**config.mk**
```make
export PLATFORM = sky130hd
export DESIGN_NAME = pfs_fault_signaling
export DESIGN_NICKNAME = d
export VERILOG_FILES = /design/src/design/pfs_fault_signaling.v
export VERILOG_INCLUDE_DIRS = /design/src /design/src/design
export SDC_FILE = /design/constraint.sdc
export NUM_CORES = 1
export LEC_CHECK = 0
export BUFFER_PORTS_ARGS = -buffer_cell sky130_fd_sc_hd__buf_2
export CAP_MARGIN = 20
export CORE_UTILIZATION = 40
export CTS_CLUSTER_SIZE = 24
export DETAILED_ROUTE_END_ITERATION = 6
export GPL_TIMING_DRIVEN = 0
export PLACE_DENSITY = 0.75
export RECOVER_POWER = 25
export SYNTH_ARGS = -nofsm -noshare
export SYNTH_HDL_FRONTEND = slang
export SYNTH_SLANG_ARGS = --single-unit
```
**constraint.sdc**
```tcl
create_clock -name ref_clk -period 1.7 [get_ports ref_clk]
set_clock_uncertainty 0.15 [all_clocks]
set_input_delay 0 -clock ref_clk [delete_from_list [all_inputs] [get_ports ref_clk]]
set_output_delay 0 -clock ref_clk [all_outputs]
set_load 0.1 [all_outputs]
```
**src/design/pfs_defs.vh**
```
/*
 * constants for the pcs fault signalling block: xgmii control codes,
 * register offsets, field positions and axi response codes.
 * assumes inclusion by bare name from the design file only.
 */
`ifndef PFS_DEFS_VH
`define PFS_DEFS_VH

// xgmii code points
`define PFS_SEQ_CHAR      8'h9C
`define PFS_IDLE_CHAR     8'h07
`define PFS_ERR_CHAR      8'hFE
`define PFS_LF_BYTE2      8'h01
`define PFS_SEQ_LANE      0

// register byte offsets
`define PFS_REG_CTRL      4'h0
`define PFS_REG_STATUS    4'h4
`define PFS_REG_IRQ_STAT  4'h8
`define PFS_REG_IRQ_MASK  4'hC

// ctrl fields
`define PFS_CTRL_CLR_LF   0
`define PFS_CTRL_CLR_LS   1
`define PFS_CTRL_PCS_RST  2

// status fields
`define PFS_ST_LF_NOW     0
`define PFS_ST_LF_LATCH   1
`define PFS_ST_LS_NOW     2
`define PFS_ST_LS_LATCH   3
`define PFS_ST_BLK_LOCK   4
`define PFS_ST_HI_BER     5
`define PFS_ST_EBUF_ERR   6

// irq fields
`define PFS_IRQ_LF_RISE   0
`define PFS_IRQ_LINK_DOWN 1
`define PFS_IRQ_EBUF      2
`define PFS_IRQ_W         3

// axi response codes
`define PFS_RESP_OKAY     2'h0
`define PFS_RESP_SLVERR   2'h2

`endif

```
**src/design/pfs_fault_signaling.v**
```verilog
/*
 * pcs receive fault signalling: forces local fault ordered sets onto the
 * 64-bit receive xgmii toward the mac while the receiver is not up, keeps
 * immediate and latching local fault / link status, and exposes them over
 * an axi4-lite slave with a sticky, maskable interrupt.
 * assumes every receive status input is on ref_clk except signal_detect and
 * the transceiver lock, which are pins and are synchronised here.
 * assumes the mac keys fault handling on lane 0 and makes remote fault itself.
 */
// The placing of the registers and the AXI4-Lite register port were chosen for this implementation.
`include "pfs_defs.vh"

// register map, one 32-bit word each on a 4-bit byte address:
//   0x0 ctrl      write-only pulses: clear lf latch, restore link latch, pcs reset
//   0x4 status    read-only copy of status_vec; a read clears both latches
//   0x8 irq_stat  sticky events: lf rising, link drop, buffer error; write one clears
//   0xC irq_mask  read/write, reset zero; irq is any unmasked sticky bit
//   other offsets answer slverr and read as zero
// ctrl pulses last one cycle and read back as zero; only byte lane 0 strobe is used,
// so writes that touch lanes 1 to 3 alone are silently ignored

module pfs_fault_signaling (
    input  wire        ref_clk,
    input  wire        rst_n,
    // receive path status
    input  wire        signal_detect,
    input  wire        xcvr_locked,
    input  wire        rx_reset,
    input  wire        block_lock,
    input  wire        high_error_rate_flag,
    input  wire        ebuf_overflow,
    input  wire        ebuf_underflow,
    input  wire        pma_pcs_reset,
    input  wire [1:0]  cfg_clear,
    // decoded receive data
    input  wire [63:0] dec_rxd,
    input  wire [7:0]  dec_rxc,
    // xgmii toward the mac
    output reg  [63:0] xgmii_rxd,
    output reg  [7:0]  xgmii_rxc,
    // status vector
    output wire [6:0]  status_vec,
    // interrupt
    output wire        irq,
    // axi4-lite slave
    input  wire [3:0]  s_axi_awaddr,
    input  wire        s_axi_awvalid,
    output wire        s_axi_awready,
    input  wire [31:0] s_axi_wdata,
    input  wire [3:0]  s_axi_wstrb,
    input  wire        s_axi_wvalid,
    output wire        s_axi_wready,
    output reg  [1:0]  s_axi_bresp,
    output reg         s_axi_bvalid,
    input  wire        s_axi_bready,
    input  wire [3:0]  s_axi_araddr,
    input  wire        s_axi_arvalid,
    output wire        s_axi_arready,
    output reg  [31:0] s_axi_rdata,
    output reg  [1:0]  s_axi_rresp,
    output reg         s_axi_rvalid,
    input  wire        s_axi_rready
);

    // sync states
    localparam SYNC_LOSS = 1'b0;
    localparam SYNC_OK   = 1'b1;

    // pin synchroniser stages
    reg  [1:0]  sd_sync_q;
    reg  [1:0]  lk_sync_q;
    // receive state and latches
    reg         sync_state_q;
    reg         lf_latch_q;
    reg         ls_latch_q;
    reg         ls_now_q;
    reg         ufl_err_q;
    // register file
    reg  [2:0]  ctrl_q;
    reg  [`PFS_IRQ_W-1:0] irq_stat_q;
    reg  [`PFS_IRQ_W-1:0] irq_mask_q;
    reg         lf_prev_q;
    // write channel capture
    reg         aw_got_q;
    reg         w_got_q;
    reg  [3:0]  aw_addr_q;
    reg  [31:0] w_data_q;
    reg  [3:0]  w_strb_q;

    wire        sd_s = sd_sync_q[1];
    wire        lk_s = lk_sync_q[1];
    wire        any_reset = pma_pcs_reset | ctrl_q[`PFS_CTRL_PCS_RST];
    wire        ebuf_err = ebuf_overflow | ebuf_underflow;
    wire        lf_now;
    wire        wr_fire;
    wire        rd_fire;
    wire        st_read;
    wire        lf_clr;
    wire        ls_clr;
    wire [`PFS_IRQ_W-1:0] irq_ev;
    wire [`PFS_IRQ_W-1:0] irq_w1c;
    wire [63:0] lf_word;
    wire [63:0] err_word;

    // two-flop synchronisers for the pin level inputs
    // only the second stage is read, so a metastable first stage stays inside
    always @(posedge ref_clk or negedge rst_n) begin
        if (!rst_n) begin
            sd_sync_q <= 2'h0;
            lk_sync_q <= 2'h0;
        end else begin
            sd_sync_q <= {sd_sync_q[0], signal_detect};
            lk_sync_q <= {lk_sync_q[0], xcvr_locked};
        end
    end

    // sync machine pinned to loss of sync while signal detect is low
    // two states only: light plus block lock is enough to leave loss of sync
    always @(posedge ref_clk or negedge rst_n) begin
        if (!rst_n) begin
            sync_state_q <= SYNC_LOSS;
        end else begin
            case (sync_state_q)
                SYNC_LOSS: if (sd_s && block_lock) sync_state_q <= SYNC_OK;
                SYNC_OK:   if (!sd_s || !block_lock) sync_state_q <= SYNC_LOSS;
                default:   sync_state_q <= SYNC_LOSS;
            endcase
        end
    end

    // every not-up condition feeds one immediate fault term
    // pcs reset counts as well: the receive side is not up while it is held
    assign lf_now = !lk_s | rx_reset | (sync_state_q == SYNC_LOSS) |
                    high_error_rate_flag | ebuf_err | any_reset;

    // local fault set: 9C control in lane 0, fault code 01 in lane 3
    // upper column left zero; the mac keys fault handling on lane 0 alone
    assign lf_word  = {32'h0000_0000, `PFS_LF_BYTE2, 16'h0000, `PFS_SEQ_CHAR};
    assign err_word = {8{`PFS_ERR_CHAR}};

    // output mux; error block only on the first underflow cycle
    // the error block wins for one cycle, after that the fault set holds
    always @(posedge ref_clk or negedge rst_n) begin
        if (!rst_n) begin
            xgmii_rxd <= {32'h0000_0000, `PFS_LF_BYTE2, 16'h0000, `PFS_SEQ_CHAR};
            xgmii_rxc <= 8'h11;
            ufl_err_q <= 1'b0;
        end else begin
            ufl_err_q <= ebuf_underflow;
            if (ebuf_underflow && !ufl_err_q) begin
                xgmii_rxd <= err_word;
                xgmii_rxc <= 8'hFF;
            end else if (lf_now) begin
                xgmii_rxd <= lf_word;
                xgmii_rxc <= 8'h11;
            end else begin
                // decoded traffic passes untouched; no remote fault made here
                xgmii_rxd <= dec_rxd;
                xgmii_rxc <= dec_rxc;
            end
        end
    end

    // a status read doubles as a latch clear on the accepting edge
    assign st_read = rd_fire && (s_axi_araddr == `PFS_REG_STATUS);

    // three clear sources plus reset for each latch
    assign lf_clr = cfg_clear[0] | ctrl_q[`PFS_CTRL_CLR_LF] | st_read | any_reset;
    assign ls_clr = cfg_clear[1] | ctrl_q[`PFS_CTRL_CLR_LS] | st_read | any_reset;

    // latching bits; a live fault wins over a clear in the same cycle
    // a reset raises lf_now for its whole length, so it leaves the fault latched
    always @(posedge ref_clk or negedge rst_n) begin
        if (!rst_n) begin
            lf_latch_q <= 1'b1;
            ls_latch_q <= 1'b0;
            ls_now_q   <= 1'b0;
            lf_prev_q  <= 1'b1;
        end else begin
            ls_now_q  <= !lf_now;
            lf_prev_q <= lf_now;
            if (lf_now)
                lf_latch_q <= 1'b1;
            else if (lf_clr)
                lf_latch_q <= 1'b0;
            if (lf_now)
                ls_latch_q <= 1'b0;
            else if (ls_clr)
                ls_latch_q <= 1'b1;
        end
    end

    assign status_vec = {ebuf_err, high_error_rate_flag, block_lock,
                         ls_latch_q, ls_now_q, lf_latch_q, lf_now};

    // interrupt events, sticky with set winning over write-one-clear
    // link drop uses the registered link bit, so a fault already present at
    // reset release is not counted as a drop
    assign irq_ev = {ebuf_err, ls_now_q & lf_now, lf_now & !lf_prev_q};
    assign irq_w1c = (wr_fire && aw_addr_q == `PFS_REG_IRQ_STAT && w_strb_q[0]) ?
                     w_data_q[`PFS_IRQ_W-1:0] : {`PFS_IRQ_W{1'b0}};
    assign irq = |(irq_stat_q & irq_mask_q);

    // sticky status register
    always @(posedge ref_clk or negedge rst_n) begin
        if (!rst_n)
            irq_stat_q <= {`PFS_IRQ_W{1'b0}};
        else
            irq_stat_q <= (irq_stat_q & ~irq_w1c) | irq_ev;
    end

    // write channel: address and data caught in either order
    // a pending response blocks new addresses: one write under way at a time
    assign s_axi_awready = !aw_got_q && !s_axi_bvalid;
    assign s_axi_wready  = !w_got_q && !s_axi_bvalid;
    assign wr_fire = aw_got_q && w_got_q;

    always @(posedge ref_clk or negedge rst_n) begin
        if (!rst_n) begin
            aw_got_q     <= 1'b0;
            w_got_q      <= 1'b0;
            aw_addr_q    <= 4'h0;
            w_data_q     <= 32'h0000_0000;
            w_strb_q     <= 4'h0;
            s_axi_bvalid <= 1'b0;
            s_axi_bresp  <= `PFS_RESP_OKAY;
            ctrl_q       <= 3'h0;
            irq_mask_q   <= {`PFS_IRQ_W{1'b0}};
        end else begin
            // control clear bits are self-clearing one-cycle pulses
            ctrl_q <= 3'h0;
            if (s_axi_awvalid && s_axi_awready) begin
                aw_got_q  <= 1'b1;
                aw_addr_q <= s_axi_awaddr;
            end
            if (s_axi_wvalid && s_axi_wready) begin
                w_got_q  <= 1'b1;
                w_data_q <= s_axi_wdata;
                w_strb_q <= s_axi_wstrb;
            end
            if (wr_fire) begin
                aw_got_q     <= 1'b0;
                w_got_q      <= 1'b0;
                s_axi_bvalid <= 1'b1;
                s_axi_bresp  <= `PFS_RESP_OKAY;
                case (aw_addr_q)
                    `PFS_REG_CTRL:
                        if (w_strb_q[0]) ctrl_q <= w_data_q[2:0];
                    `PFS_REG_IRQ_MASK:
                        if (w_strb_q[0]) irq_mask_q <= w_data_q[`PFS_IRQ_W-1:0];
                    `PFS_REG_STATUS, `PFS_REG_IRQ_STAT: ;
                    default: s_axi_bresp <= `PFS_RESP_SLVERR;
                endcase
            end else if (s_axi_bvalid && s_axi_bready) begin
                s_axi_bvalid <= 1'b0;
            end
        end
    end

    // read channel: one read at a time, answered the next cycle
    // status is sampled on the accepting edge, the same edge its clear lands
    assign s_axi_arready = !s_axi_rvalid;
    assign rd_fire = s_axi_arvalid && s_axi_arready;

    always @(posedge ref_clk or negedge rst_n) begin
        if (!rst_n) begin
            s_axi_rvalid <= 1'b0;
            s_axi_rdata  <= 32'h0000_0000;
            s_axi_rresp  <= `PFS_RESP_OKAY;
        end else if (rd_fire) begin
            s_axi_rvalid <= 1'b1;
            s_axi_rresp  <= `PFS_RESP_OKAY;
            case (s_axi_araddr)
                `PFS_REG_CTRL:     s_axi_rdata <= 32'h0000_0000;
                `PFS_REG_STATUS:   s_axi_rdata <= {25'h0, status_vec};
                `PFS_REG_IRQ_STAT: s_axi_rdata <= {29'h0, irq_stat_q};
                `PFS_REG_IRQ_MASK: s_axi_rdata <= {29'h0, irq_mask_q};
                default: begin
                    s_axi_rdata <= 32'h0000_0000;
                    s_axi_rresp <= `PFS_RESP_SLVERR;
                end
            endcase
        end else if (s_axi_rvalid && s_axi_rready) begin
            s_axi_rvalid <= 1'b0;
        end
    end

endmodule // pfs_fault_signaling

```
==> flow_summary.json <==
{
  "outcome": "finished, violations left",
  "max_slew_margin": 0.200,
  "netlist_area_um2": 4240,
  "endpoint_kind": "output pin",
  "grt_usage": 0.225,
  "worst-slew-pin-transition_ns": 1.20,
  "final-max-slew-violation-count": 0,
  "top_usage_layer": "met2",
  "grt_util_met3": 0.0393,
  "whs_path_depth": 6,
  "max_freq_mhz": 576,
  "dominantRegCellSynth": "dfrtp_1",
  "final.setup.tns_ns": -0.0359,
  "layout.core_utilization": 0.661,
  "postSynth.asyncResetShare": 1.00,
  "drv_cap": 0,
  "post_placement_setup_slack_ns": -0.126,
  "grt_antenna_before_repair": 0,
  "synth_warnings": 0,
  "yosysUniqueCellTypes": 30,
  "detail_route.vias_per_cell": 4.54,
  "floorplan.initialDensity": 0.411,
  "crit_type": "flop to output pin",
  "syn_to_final_growth_pct": 60.7,
  "power_density_nw_per_um2": 1090,
  "postLayoutSetupSlackWorst_ns": -0.0359,
  "element_type_at_the_critical_path_start": "flop",
  "port-buffer-count": 194,
  "cts_inserted_buffers": 9,
  "hp-class": "primary input to flop",
  "worst_ir_drop_vdd_v": 0.000533,
  "worstHoldStart": "rx_reset",
  "number_of_nets_still_failing_antenna_checks_after_routing": 0,
  "cts_buffer_depth": 2,
  "worstPathRequired_ns": 1.55,
  "drc_violation_count_after_routing": 0,
  "grt_met1_use": 0.258,
  "final_layout_size_suffix_gt1_frac": 0.447,
  "htreeDepth": 3,
  "worst-endpoint-arrival_ns": 1.59,
  "detailed_place.area_um2": 5550,
  "width_of_the_chip_um": 105,
  "static-leakage-power_nw": 3.90,
  "crit-reg2reg-launch": "ctrl_q[2]",
  "number_of_placement_rows": 37,
  "r2r_cells": 7,
  "design.final.nets": 781,
  "maximum_number_of_pins_on_one_net_before_global_route_repair": 59,
  "gr-usage-met2": 0.412,
  "tritoncts": "built",
  "wl_mm": 12.1,
  "core_area_um2": 10300,
  "final_design_area_no_fill_um2": 6820,
  "regToRegEndpoint": "xgmii_rxd[43]",
  "synth-seq-cells": 112,
  "detail_route.wl_per_cell_um": 15.3,
  "clk_pin_slew_worst_paths_ns": 0.10,
  "failed_checks": "negative setup slack",
  "grt_setup_unrepaired": "yes",
  "timing.reg2reg.setup_slack_ns": 0.01,
  "first_iter_violations": 148,
  "insertion_delay_ns": 0.35,
  "ios": 254,
  "half_perimeter_wire_length_of_the_detailed_placement_result_mm": 7.49,
  "firstDrtPassIters": 4,
  "final.min_clock_period_ns": 1.74,
  "fp.dieH_um": 105,
  "diodes": 0,
  "gp_congestion": 0.780,
  "number_of_flops_mapped_to_enable_cells_by_yosys": 0,
  "clock_sink_count": 112,
  "synthesis.area_per_instance_um2": 13.3,
  "grt_overflow": 0,
  "cts-root-buf": "clkbuf_8",
  "count_of_vias_placed_by_the_detailed_router": 3580,
  "synth_seq_area_share": 0.663,
  "whs_ns": 0.127,
  "grt_pass1_vias": 3779,
  "grt_pass1_wl_mm": 19.1,
  "finalHoldViolCount": 0,
  "post_synth_inst_count": 318,
  "timing.critical_path.fanout_max": 4,
  "timing.final.setup_violations": 1,
  "finalCritPeriodShare": 1.02,
  "dieArea_um2": 11000,
  "min_to": "lf_prev_q"
}
metal layers:
layer | share of wire | vias up
li1 | - | 1673
met1 | 0.38 | 1725
met2 | 0.53 | 160
met3 | 0.060 | 22
met4 | 0.024 | 0
met5 | 0 | -
worst max path at each step:
| stage | start | to | cells after the start |
|---|---|---|---|
| after floorplan | s_axi_bvalid | aw_addr_q[1] | 4 |
| final | ctrl_q[2] | status_vec[0] | 6 |
| after global placement | rst_n | s_axi_bvalid | 1 |
| after global routing | ctrl_q[2] | status_vec[0] | 6 |
| after CTS | ctrl_q[2] | status_vec[0] | 6 |
| after detailed placement | ctrl_q[2] | status_vec[0] | 7 |
per-stage QoR:
step | total power, mW | std cells
2_1_floorplan | 5.21 | 344
3_3_place_gp | 5.64 | 674
3_5_place_dp | 5.70 | 675
4_1_cts | 7.43 | 790
5_1_grt | 7.74 | 789
6_report | 7.43 | 789
area by class of cell:
| type | count | area, um2 |
|---|---|---|
| Multi-Input combinational cell | 170 | 1170 |
| Sequential cell | 112 | 2820 |
| Timing Repair Buffer | 295 | 2010 |
| Clock inverter | 6 | 60.1 |
| Clock buffer | 10 | 138 |
| Buffer | 52 | 409 |
| Tap cell | 136 | 170 |
| Fill cell | 747 | 3500 |
| Inverter | 8 | 38.8 |
worst max-delay path, stage by stage (launching register included):
cell and delay [ns]:
dfrtp_1 0.40, nor4b_2 0.20, and4b_1 0.23, buf_6 0.11, buf_8 0.10, inv_6 0.04
buf_12 0.15
cells in the final DEF (no fill, tap or decap), types with 7 or more instances in the layout:
cell type,netlist,final
buf_2,6,192
dfrtp_1,103,100
dlygate4sd3_1,0,98
a21o_1,60,60
buf_4,37,35
conb_1,1,27
mux2_2,14,13
and2_1,11,11
clkbuf_8,0,11
dfstp_2,9,9
buf_6,1,8
nand2_1,7,7
o21ai_0,7,7
cells in the mapped netlist (4+ instances only):
library cell	number	area (um2)
a22o_1	4	35.0
nor2b_1	5	31.3
inv_1	7	26.3
nand2_1	7	26.3
o21ai_0	7	35.0
a21oi_1	4	20.0
dfstp_2	9	236
buf_2	6	30.0
and2_1	11	68.8
mux2_2	14	158
clkbuf_1	10	37.5
nor4b_1	5	43.8
a21o_1	60	450
nand4_1	4	25.0
nor2_1	5	18.8
dfrtp_1	103	2580
nand2b_1	7	43.8
buf_4	37	278
state kept, by name, indices dropped and copies added, names as in the netlist, 2 cells and up:
register     cells
xgmii_rxd       64
xgmii_rxc        8
s_axi_rdata      7
aw_addr_q        4
ctrl_q           3
irq_mask_q       3
irq_stat_q       3
w_data_q         3
lk_sync_q        2
sd_sync_q        2
power by group:
| part | switching [mW] | internal, mW | total [mW] |
|---|---|---|---|
| Clock | 0.952 | 0.609 | 1.56 |
| Combinational | 1.94 | 0.744 | 2.68 |
| Sequential | 0.233 | 2.95 | 3.19 |
| Total | 3.12 | 4.31 | 7.43 |
what timing repair did:
action,4_1_cts,5_1_grt
setup buffers,2,0
hold buffers,98,0
resized for setup,14,21
endpoints found under the setup margin,34,76
gates cloned,0,0
pin swaps,2,0
hold endpoints to repair,152,0
logic make-up after synthesis:
kind of cell / synth area share
DFF: 0.663
AOI/OAI and AO/OA: 0.139
buffers and inverters: 0.0911
and+or+nand+nor: 0.0687
muxes: 0.0371
other: 0.000884
Note: power is estimated with default switching activity, not from simulation.
